<file path="src/core/lpt_pkg.sv">
// Constants shared by the parallel port controller and its FIFO.
// Assumes a 125 MHz system clock and a 32-bit AXI4-Lite register bus.
`default_nettype none
package lpt_pkg;
	localparam int          ADDR_W        = 4;
	localparam logic [3:0]  OFF_DATA      = 4'h0;
	localparam logic [3:0]  OFF_STATUS    = 4'h4;
	localparam logic [3:0]  OFF_CTRL      = 4'h8;
	localparam logic [3:0]  OFF_FAST      = 4'hc;

	localparam int          CTRL_W        = 7;
	localparam int          CTRL_MODE     = 0;
	localparam int          CTRL_AFD      = 2;
	localparam int          CTRL_INIT     = 3;
	localparam int          CTRL_SEL      = 4;
	localparam int          CTRL_IRQEN    = 5;
	localparam int          CTRL_DIR      = 6;
	localparam logic [6:0]  CTRL_RESET    = 7'h00;

	localparam logic [1:0]  MODE_COMPAT   = 2'h0;
	localparam logic [1:0]  MODE_BIDIR    = 2'h1;
	localparam logic [1:0]  MODE_FAST     = 2'h2;

	localparam int          ST_BUSY       = 0;
	localparam int          ST_ACK_N      = 1;
	localparam int          ST_FAULT_N    = 2;
	localparam int          ST_PAPER      = 3;
	localparam int          ST_SELECTED   = 4;
	localparam int          ST_ACK_EVENT  = 5;
	localparam int          ST_EMPTY      = 6;
	localparam int          ST_FULL       = 7;
	localparam int          ST_IDLE       = 8;

	localparam int          CMD_W         = 10;
	localparam int          CMD_ADDR      = 8;
	localparam int          CMD_READ      = 9;
	localparam int          FIFO_DEPTH    = 16;

	localparam int          CLK_NS        = 8;
	localparam int          SETUP_NS      = 500;
	localparam int          STROBE_NS     = 500;
	localparam int          HOLD_NS       = 500;
	localparam int          SETUP_CYC     = (SETUP_NS + CLK_NS - 1) / CLK_NS;
	localparam int          STROBE_CYC    = (STROBE_NS + CLK_NS - 1) / CLK_NS;
	localparam int          HOLD_CYC      = (HOLD_NS + CLK_NS - 1) / CLK_NS;

	localparam logic [1:0]  RESP_OKAY     = 2'h0;
	localparam logic [1:0]  RESP_SLVERR   = 2'h2;
endpackage
`default_nettype wire

</file>
<file path="src/core/stream_if.sv">
// Valid/ready word stream between the register slave, FIFO and engine.
// Assumes both ends run on the same clock.
`timescale 1ns/1ps
`default_nettype none
interface stream_if #(parameter int W = 8);
	logic         valid;
	logic         ready;
	logic [W-1:0] data;
	modport src (output valid, output data, input ready);
	modport snk (input valid, input data, output ready);
endinterface
`default_nettype wire

</file>
<file path="src/core/word_fifo.sv">
// Synchronous FIFO with valid/ready on both sides.
// Assumes DEPTH is a power of two; storage is flip-flops.
`timescale 1ns/1ps
`default_nettype none
module word_fifo #(
	parameter int W     = 8,
	parameter int DEPTH = 16
) (
	input  wire logic mclk_i,  // System clock
	input  wire logic reset_i, // Async reset, active high
	stream_if.snk     in_s,    // Filling side
	stream_if.src     out_s,   // Draining side
	output logic      full_o,  // No room left
	output logic      empty_o  // Nothing stored
);
	localparam int AW = $clog2(DEPTH);

	logic [W-1:0] mem [DEPTH];
	logic [AW:0]  wr_ptr;
	logic [AW:0]  rd_ptr;
	logic         push;
	logic         pop;

	assign empty_o     = (wr_ptr == rd_ptr);
	assign full_o      = (wr_ptr[AW] != rd_ptr[AW]) &&
	                     (wr_ptr[AW-1:0] == rd_ptr[AW-1:0]);
	assign in_s.ready  = !full_o;
	assign out_s.valid = !empty_o;
	assign out_s.data  = mem[rd_ptr[AW-1:0]];
	assign push        = in_s.valid && !full_o;
	assign pop         = out_s.ready && !empty_o;

	always_ff @(posedge mclk_i) begin
		if (push) begin
			mem[wr_ptr[AW-1:0]] <= in_s.data;
		end
	end

	always_ff @(posedge mclk_i or posedge reset_i) begin
		if (reset_i) begin
			wr_ptr <= '0;
			rd_ptr <= '0;
		end else begin
			if (push) begin
				wr_ptr <= wr_ptr + 1'b1;
			end
			if (pop) begin
				rd_ptr <= rd_ptr + 1'b1;
			end
		end
	end
endmodule
`default_nettype wire

</file>
<file path="src/core/lpt_port.sv">
// Parallel port controller with an AXI4-Lite register slave.
// Assumes pins are asynchronous to mclk_i; bus master on the same clock.
//
// Added by the designer: the AXI4-Lite register port and the register offsets.
`timescale 1ns/1ps
`default_nettype none
module lpt_port
	import lpt_pkg::*;
(
	input  wire logic              mclk_i,                // System clock
	input  wire logic              reset_i,               // Async reset
	input  wire logic [ADDR_W-1:0] s_axi_awaddr,          // Write address
	input  wire logic              s_axi_awvalid,         // Write addr valid
	output logic                   s_axi_awready,         // Write addr ready
	input  wire logic [31:0]       s_axi_wdata,           // Write data
	input  wire logic [3:0]        s_axi_wstrb,           // Byte enables
	input  wire logic              s_axi_wvalid,          // Write data valid
	output logic                   s_axi_wready,          // Write data ready
	output logic [1:0]             s_axi_bresp,           // Write response
	output logic                   s_axi_bvalid,          // Response valid
	input  wire logic              s_axi_bready,          // Response ready
	input  wire logic [ADDR_W-1:0] s_axi_araddr,          // Read address
	input  wire logic              s_axi_arvalid,         // Read addr valid
	output logic                   s_axi_arready,         // Read addr ready
	output logic [31:0]            s_axi_rdata,           // Read data
	output logic [1:0]             s_axi_rresp,           // Read response
	output logic                   s_axi_rvalid,          // Read data valid
	input  wire logic              s_axi_rready,          // Read data ready
	input  wire logic [7:0]        port_data_i,           // Data pins in
	output logic [7:0]             port_data_o,           // Data pins out
	output logic                   port_data_oe_o,        // Data drive enable
	output logic                   port_direction_o,      // High for bidir-mode reads; low in fast mode
	output logic                   byte_strobe_n_o,       // Strobe / write
	output logic                   auto_feed_n_o,         // Feed / data strobe
	output logic                   peripheral_init_n_o,   // Initialize
	output logic                   peripheral_select_n_o, // Select / addr str
	input  wire logic              peripheral_ack_n_i,    // Acknowledge
	input  wire logic              peripheral_busy_i,     // Busy
	input  wire logic              peripheral_fault_n_i,  // Error
	input  wire logic              paper_out_i,           // Paper end
	input  wire logic              peripheral_selected_i, // Selected
	output logic                   irq_o                  // Interrupt request
);
	typedef enum logic [2:0] {
		S_IDLE,
		S_WAIT,
		S_SETUP,
		S_STROBE,
		S_HOLD
	} state_t;

	function automatic logic is_mapped(input logic [ADDR_W-1:0] a);
		return (a == OFF_DATA) || (a == OFF_STATUS) ||
		       (a == OFF_CTRL) || (a == OFF_FAST);
	endfunction

	function automatic logic [7:0] cycles8(input int n);
		return 8'(n - 1);
	endfunction

	// Pin synchronisers: bit order {data, sel, paper, fault, busy, ack}
	logic [12:0] pin_s1;
	logic [12:0] pin_s2;
	logic [12:0] pin_s3;
	logic [12:0] pin_f;

	always_ff @(posedge mclk_i or posedge reset_i) begin
		if (reset_i) begin
			pin_s1 <= 13'h0003;
			pin_s2 <= 13'h0003;
			pin_s3 <= 13'h0003;
			pin_f  <= 13'h0003;
		end else begin
			pin_s1 <= {port_data_i, peripheral_selected_i, paper_out_i,
			           peripheral_fault_n_i, peripheral_busy_i,
			           peripheral_ack_n_i};
			pin_s2 <= pin_s1;
			pin_s3 <= pin_s2;
			// A change counts once stages two and three agree
			pin_f  <= (pin_s2 & pin_s3) | (pin_f & (pin_s2 | pin_s3));
		end
	end

	logic       ack_n_f;
	logic       busy_f;
	logic [7:0] data_f;
	assign ack_n_f = pin_f[0];
	assign busy_f  = pin_f[1];
	assign data_f  = pin_f[12:5];

	// Control register
	logic [CTRL_W-1:0] ctrl;
	logic [1:0]        mode;
	logic              fast;
	logic              bidir;
	assign mode  = ctrl[CTRL_MODE+1:CTRL_MODE];
	assign fast  = (mode == MODE_FAST);
	assign bidir = (mode == MODE_BIDIR);

	logic busy_eff;
	assign busy_eff = fast ? !busy_f : busy_f;

	// Write channel
	logic              aw_have;
	logic              w_have;
	logic [ADDR_W-1:0] aw_addr;
	logic [31:0]       w_data;
	logic [3:0]        w_strb;
	logic              wr_both;
	logic              wr_push;
	logic              wr_go;

	stream_if #(.W(CMD_W)) fill_s ();
	stream_if #(.W(CMD_W)) drain_s ();

	assign s_axi_awready = !aw_have && !s_axi_bvalid;
	assign s_axi_wready  = !w_have && !s_axi_bvalid;
	assign wr_both = aw_have && w_have && !s_axi_bvalid;
	assign wr_push = w_strb[0] &&
	                 ((aw_addr == OFF_DATA) || (aw_addr == OFF_FAST));
	// Writes that feed the FIFO stall until it has room
	assign wr_go   = wr_both && (!wr_push || fill_s.ready);

	assign fill_s.valid = wr_both && wr_push;
	assign fill_s.data  = (aw_addr == OFF_FAST && w_strb[1]) ?
	                      w_data[CMD_W-1:0] : {2'b00, w_data[7:0]};

	always_ff @(posedge mclk_i or posedge reset_i) begin
		if (reset_i) begin
			aw_have <= 1'b0;
			aw_addr <= '0;
		end else if (s_axi_awvalid && s_axi_awready) begin
			aw_have <= 1'b1;
			aw_addr <= s_axi_awaddr;
		end else if (wr_go) begin
			aw_have <= 1'b0;
		end
	end

	always_ff @(posedge mclk_i or posedge reset_i) begin
		if (reset_i) begin
			w_have <= 1'b0;
			w_data <= '0;
			w_strb <= '0;
		end else if (s_axi_wvalid && s_axi_wready) begin
			w_have <= 1'b1;
			w_data <= s_axi_wdata;
			w_strb <= s_axi_wstrb;
		end else if (wr_go) begin
			w_have <= 1'b0;
		end
	end

	always_ff @(posedge mclk_i or posedge reset_i) begin
		if (reset_i) begin
			s_axi_bvalid <= 1'b0;
			s_axi_bresp  <= RESP_OKAY;
		end else if (wr_go) begin
			s_axi_bvalid <= 1'b1;
			s_axi_bresp  <= is_mapped(aw_addr) ? RESP_OKAY : RESP_SLVERR;
		end else if (s_axi_bready) begin
			s_axi_bvalid <= 1'b0;
		end
	end

	always_ff @(posedge mclk_i or posedge reset_i) begin
		if (reset_i) begin
			ctrl <= CTRL_RESET;
		end else if (wr_go && aw_addr == OFF_CTRL && w_strb[0]) begin
			ctrl <= w_data[CTRL_W-1:0];
		end
	end

	// Acknowledge event, sticky; a new event beats a clear
	logic ack_prev;
	logic ack_event;
	logic ack_fall;
	assign ack_fall = ack_prev && !ack_n_f;

	always_ff @(posedge mclk_i or posedge reset_i) begin
		if (reset_i) begin
			ack_prev  <= 1'b1;
			ack_event <= 1'b0;
		end else begin
			ack_prev <= ack_n_f;
			if (ack_fall) begin
				ack_event <= 1'b1;
			end else if (wr_go && aw_addr == OFF_STATUS && w_strb[0] &&
			             w_data[ST_ACK_EVENT]) begin
				ack_event <= 1'b0;
			end
		end
	end

	always_ff @(posedge mclk_i or posedge reset_i) begin
		if (reset_i) begin
			irq_o <= 1'b0;
		end else begin
			irq_o <= ack_event && ctrl[CTRL_IRQEN];
		end
	end

	// Transfer engine
	state_t           state;
	logic [7:0]       cnt;
	logic [CMD_W-1:0] cmd;
	logic [7:0]       rd_byte;
	logic             fifo_full;
	logic             fifo_empty;

	assign drain_s.ready = (state == S_IDLE);

	word_fifo #(.W(CMD_W), .DEPTH(FIFO_DEPTH)) u_fifo (
		.mclk_i  (mclk_i),
		.reset_i (reset_i),
		.in_s    (fill_s),
		.out_s   (drain_s),
		.full_o  (fifo_full),
		.empty_o (fifo_empty)
	);

	always_ff @(posedge mclk_i or posedge reset_i) begin
		if (reset_i) begin
			state <= S_IDLE;
			cnt   <= '0;
			cmd   <= '0;
		end else begin
			case (state)
			S_IDLE: begin
				if (drain_s.valid) begin
					cmd   <= drain_s.data;
					state <= S_WAIT;
				end
			end
			S_WAIT: begin
				if (!busy_eff) begin
					cnt   <= cycles8(SETUP_CYC);
					state <= S_SETUP;
				end
			end
			S_SETUP: begin
				if (cnt == 8'h00) begin
					cnt   <= cycles8(STROBE_CYC);
					state <= S_STROBE;
				end else begin
					cnt <= cnt - 8'h01;
				end
			end
			S_STROBE: begin
				if (cnt == 8'h00) begin
					cnt   <= cycles8(HOLD_CYC);
					state <= S_HOLD;
				end else begin
					cnt <= cnt - 8'h01;
				end
			end
			S_HOLD: begin
				if (cnt == 8'h00) begin
					state <= S_IDLE;
				end else begin
					cnt <= cnt - 8'h01;
				end
			end
			default: begin
				state <= S_IDLE;
			end
			endcase
		end
	end

	logic fast_read;
	logic engine_on;
	assign fast_read = fast && cmd[CMD_READ] && (state != S_IDLE);
	assign engine_on = (state == S_SETUP) || (state == S_STROBE) ||
	                   (state == S_HOLD);

	// Fast read: take the byte at the end of the data or address strobe
	always_ff @(posedge mclk_i or posedge reset_i) begin
		if (reset_i) begin
			rd_byte <= '0;
		end else if (fast_read && state == S_STROBE && cnt == 8'h00) begin
			rd_byte <= data_f;
		end
	end

	always_ff @(posedge mclk_i or posedge reset_i) begin
		if (reset_i) begin
			port_data_o <= '0;
		end else if (state == S_IDLE && drain_s.valid &&
		             !drain_s.data[CMD_READ]) begin
			port_data_o <= drain_s.data[7:0];
		end
	end

	// Pin outputs, registered
	always_ff @(posedge mclk_i or posedge reset_i) begin
		if (reset_i) begin
			port_data_oe_o        <= 1'b1;
			port_direction_o      <= 1'b0;
			byte_strobe_n_o       <= 1'b1;
			auto_feed_n_o         <= 1'b1;
			peripheral_select_n_o <= 1'b1;
			peripheral_init_n_o   <= 1'b1;
		end else begin
			peripheral_init_n_o <= !ctrl[CTRL_INIT];
			if (fast) begin
				port_direction_o      <= 1'b0;
				port_data_oe_o        <= !fast_read;
				byte_strobe_n_o       <= !(engine_on && !cmd[CMD_READ]);
				auto_feed_n_o         <= !(state == S_STROBE &&
				                           !cmd[CMD_ADDR]);
				peripheral_select_n_o <= !(state == S_STROBE &&
				                           cmd[CMD_ADDR]);
			end else begin
				port_direction_o      <= bidir && ctrl[CTRL_DIR];
				port_data_oe_o        <= !(bidir && ctrl[CTRL_DIR]);
				byte_strobe_n_o       <= !(state == S_STROBE);
				auto_feed_n_o         <= !ctrl[CTRL_AFD];
				peripheral_select_n_o <= !ctrl[CTRL_SEL];
			end
		end
	end

	// Read channel
	logic [31:0] status_word;
	logic [7:0]  data_word;
	assign status_word = {23'h000000, (state == S_IDLE), fifo_full,
	                      fifo_empty, ack_event, pin_f[4:0]};
	always_comb begin
		if (bidir && ctrl[CTRL_DIR]) begin
			data_word = data_f;
		end else if (fast) begin
			data_word = rd_byte;
		end else begin
			data_word = port_data_o;
		end
	end

	assign s_axi_arready = !s_axi_rvalid;

	always_ff @(posedge mclk_i or posedge reset_i) begin
		if (reset_i) begin
			s_axi_rvalid <= 1'b0;
			s_axi_rdata  <= '0;
			s_axi_rresp  <= RESP_OKAY;
		end else if (s_axi_arvalid && s_axi_arready) begin
			s_axi_rvalid <= 1'b1;
			s_axi_rresp  <= is_mapped(s_axi_araddr) ? RESP_OKAY : RESP_SLVERR;
			case (s_axi_araddr)
			OFF_DATA:   s_axi_rdata <= {24'h000000, data_word};
			OFF_STATUS: s_axi_rdata <= status_word;
			OFF_CTRL:   s_axi_rdata <= {25'h0000000, ctrl};
			default:    s_axi_rdata <= '0;
			endcase
		end else if (s_axi_rready) begin
			s_axi_rvalid <= 1'b0;
		end
	end
endmodule
`default_nettype wire

</file>
<file path="config.mk">
export PLATFORM = sky130hd
export DESIGN_NAME = lpt_port
export DESIGN_NICKNAME = d
export VERILOG_FILES = /design/src/core/lpt_pkg.sv /design/src/core/stream_if.sv /design/src/core/word_fifo.sv /design/src/core/lpt_port.sv
export SDC_FILE = /design/constraint.sdc
export NUM_CORES = 1
export LEC_CHECK = 0
export BUFFER_PORTS_ARGS = -buffer_cell sky130_fd_sc_hd__buf_2
export CORE_UTILIZATION = 55
export CTS_CLUSTER_DIAMETER = 150
export DETAILED_ROUTE_END_ITERATION = 12
export PLACE_DENSITY = 0.79
export SYNTH_ARGS = -nofsm -noshare
export SYNTH_HDL_FRONTEND = slang
export SYNTH_SLANG_ARGS = --single-unit
</file>
<file path="constraint.sdc">
create_clock -name mclk_i -period 13.7 [get_ports mclk_i]
set_clock_uncertainty 0.15 [all_clocks]
set_input_delay 2.055 -clock mclk_i [delete_from_list [all_inputs] [get_ports mclk_i]]
set_output_delay 2.055 -clock mclk_i [all_outputs]
set_load 0.02 [all_outputs]
</file>
==> impl_metrics.py <==
metrics = {
    "run_status": {
        "status": "complete, no violations",
    },
    "timing": {
        "setup_violations": 0,
        "setup_ws_ps": 10040,
        "period_minus_slack_ps": 3660,
        "max_freq_ghz": 0.273,
        "rsz0062_at_grt": "false",
        "tightest_slew_ps": 1080,
        "finalCritPeriodShare_pct": 26.7,
        "tns_ps": 0,
        "slew_headroom_pct": 28.0,
        "hold_viol": 0,
        "slew_viol_final": 0,
    },
    "cells_and_area": {
        "final_nets": 836,
        "multi_input_area_um2": 3260,
        "seqCellArea_um2": 8280,
        "syn2layout_area_growth_pct": 11.6,
        "drive_gt1_share_pct": 27.2,
        "diodes": 0,
        "fill_cells": 1421,
    },
    "routing": {
        "drt_first_pass_iters": 5,
        "drtAntennaViolNets": 0,
        "wl_met3_um": 1270,
        "wl_per_cell_um": 21.3,
        "post_drt_via_cell_ratio": 5.84,
        "drt_iter0_drc": 456,
        "wl_met1_um": 9520,
        "dr_wl_met2_um": 11400,
        "totalWireLength_um": 22700,
        "route.detailed.drc": 0,
        "top_layer": "met4",
        "num_vias": 6211,
    },
    "clock_network": {
        "holdBufCountCts": 0,
        "cts.htree.levels": 1,
        "cts.sinks": 298,
        "cts_made_buffers": 29,
        "cts_root_buf": "clkbuf_16",
        "clk_pin_slew_ps": 60,
        "ctsResizeCount": 0,
        "cts_setup_buffers": 0,
        "insertion_delay_ps": 540,
        "clockBufferDepth": 3,
        "cts_tree": "done",
    },
    "min_path": {
        "hold-path-cell-count": 0,
        "hold_class": "flip-flop to flip-flop",
        "holdPathEnd": "pin_s2[2]",
        "hp-start": "pin_s1[2]",
    },
    "synth": {
        "async_reset_ff_share_pct": 46.3,
        "seq_area_frac_synth_pct": 70.0,
        "synthFlopType": "edfxtp_1",
        "synth_cell_types": 52,
        "yosys_warnings": 0,
        "synth_area_um2": 11800,
        "syn_avg_cell_area_um2": 17.0,
        "synth_cells": 694,
        "ys_ff_latch": 298,
        "synth_edf_count": 160,
    },
    "critical_path": {
        "critPathArrivalTime_ps": 3670,
        "startpoint_type": "flip-flop",
        "r2r_cells": 7,
        "worstReg2RegEnd": "u_fifo.mem[13][7]",
        "r2r_slack_ps": 10040,
        "crit_fanout": 44,
        "reg2reg_from": "u_fifo.rd_ptr[0]",
        "worstSetupPathType": "flip-flop to flip-flop",
        "setup.worst_path.end_class": "flip-flop",
        "critical_path_required_ps": 13700,
    },
    "power": {
        "p_per_area_nw_per_um2": 198,
        "ir_drop_mv": 0.122,
        "total_power_mw": 2.61,
        "p_leak_nw": 5.01,
    },
    "global_routing": {
        "antenna_found_initial": 0,
        "grt_max_degree": 80,
        "grt_pass1_wl_um": 35400,
        "overflow": 0,
        "grt_pass1_vias": 6279,
        "grt_use_total_pct": 21.4,
    },
    "flow_run": {
        "drv_cap": 0,
    },
    "floorplan": {
        "die-height_um": 149,
        "core_um2": 21000,
        "initial_core_util_pct": 56.3,
        "design.die.area_um2": 22100,
        "placementRows": 53,
        "ios": 120,
        "fp.dieW_um": 149,
    },
    "placed_design": {
        "port_buffers": 70,
        "preCtsSetupSlack_ps": 10000,
        "place.detailed.hpwl_um": 14500,
        "place.gp.congestion": 0.863,
    },
}
through the flow:
step | instances | hold WS (ps) | instance area (µm²) | utilization, %
after floorplan | 718 | 181 | 11900 | -
after global placement | 1010 | 187 | 12300 | 58.6
after detailed placement | 1010 | 189 | 12300 | 58.6
after CTS | 1064 | 202 | 13200 | 62.8
after global routing | 1064 | 209 | 13200 | 62.8
final | 1064 | 198 | 13200 | 62.8
state kept, by name, indices dropped and copies added (netlist names), 7 cells and up:
register / flops
u_fifo.mem: 160
pin_s3: 13
pin_s1: 13
ctrl: 7
port_data_o: 8
s_axi_rdata: 9
pin_s2: 13
rd_byte: 8
w_data: 10
pin_f: 13
cnt: 8
layout make-up:
type                    instances  area share, %
clock buffers                  50           6.55
clock inverters                 4          0.171
inverters                      14          0.436
multi-input cells             349           24.7
flip-flops and latches        298           62.7
well taps                     275           2.61
repair buffers                 74           2.88
synth_stat cells, types with 4 or more instances:
master,instances,share of area (%)
o21ai_1,4,0.17
mux4_1,11,2.4
buf_1,4,0.13
buf_6,5,0.48
a211oi_1,17,1.1
dfstp_2,14,3.1
dfrtp_1,124,26
a21oi_1,17,0.72
nand3_1,5,0.21
xnor2_1,14,1.0
nand2b_1,5,0.26
maj3_1,13,1.1
and2_1,6,0.32
nor3_1,9,0.38
nor2_1,25,0.79
inv_1,14,0.44
nor2b_1,10,0.53
nand2_1,18,0.57
mux4_2,37,7.0
mux2i_1,10,0.85
ha_1,6,0.63
a22oi_1,7,0.44
nand4_1,5,0.26
or3_1,4,0.21
mux2_2,41,3.9
o21ai_0,20,0.85
buf_4,25,1.6
clkbuf_1,17,0.54
buf_2,6,0.25
edfxtp_1,160,41
where the power goes:
group | leakage, nW | internal, mW | total, mW | switching [mW]
Sequential | 3.14 | 1.11 | 1.27 | 0.163
Clock | 0.432 | 0.425 | 0.739 | 0.313
Combinational | 1.44 | 0.292 | 0.605 | 0.313
cell families (layout without fill, tap and decap cells):
group                    Yosys count  in the layout  share of synthesized area (%)
flip-flops                       298            298                           70.0
AO/OA/AOI/OAI                     81             81                           4.38
other                              1             25                         0.0317
adder cells (fa/ha/maj)           19             19                           1.74
buffers and inverters             71            142                           3.43
AND/OR/NAND/NOR                  108            108                           4.95
XOR/XNOR                          17             17                           1.26
multiplexers                      99             99                           14.2
layer usage:
metal	global-route usage (%)	vias to the layer above
met5	0	-
met4	5.77	0
met3	3.16	40
met2	36.1	248
met1	29.5	3176
li1	-	2747
cells in the final DEF, fill, tap and decap left out, types with 3 or more instances in the layout:
cell type	Yosys	layout
nand4_1	5	5
a211oi_1	17	17
edfxtp_1	160	160
xor2_1	3	3
xnor2_1	14	14
maj3_1	13	13
nand2b_1	5	5
and2_1	6	6
clkbuf_8	0	6
or4_1	3	3
dfstp_2	14	14
buf_4	25	4
inv_1	14	13
mux2i_1	10	10
o41ai_1	3	3
nor3_2	2	6
nor2_1	25	25
buf_2	6	70
mux4_1	11	11
conb_1	1	25
nand3_1	5	5
nor4_1	3	3
dfrtp_1	124	123
a21oi_1	17	17
a22oi_1	7	7
a21o_1	3	3
nor2b_1	10	10
clkbuf_1	17	15
mux2_2	41	41
nor3_1	9	5
or3_1	4	4
o21ai_1	4	4
ha_1	6	6
nand2_1	18	18
clkbuf_16	0	29
nand3b_1	3	3
o21ai_0	20	20
a31oi_1	3	3
mux4_2	37	37
how the worst max path moves through the flow:
stage                startpoint                end  slack (ps)  depth (start not counted)
2_1_floorplan           reset_i          ack_event        7820                          1
3_3_place_gp            reset_i     s_axi_rdata[3]       10050                          3
5_1_grt        u_fifo.rd_ptr[0]  u_fifo.mem[13][4]        9840                          7
3_5_place_dp            reset_i     s_axi_rdata[5]       10000                          3
6_report       u_fifo.rd_ptr[0]  u_fifo.mem[13][7]       10040                          7
4_1_cts        u_fifo.rd_ptr[0]  u_fifo.mem[13][3]       10010                          7
worst max-delay path: stages, from the launching register on:
cell and delay [ps]:
dfrtp_2 340, buf_4 590, xnor2_1 180, nand4_1 160, nor2_1 130, nor3_2 560
nand2_1 270, nor2_1 870
No activity file was read; power rests on OpenSTA's default activity.
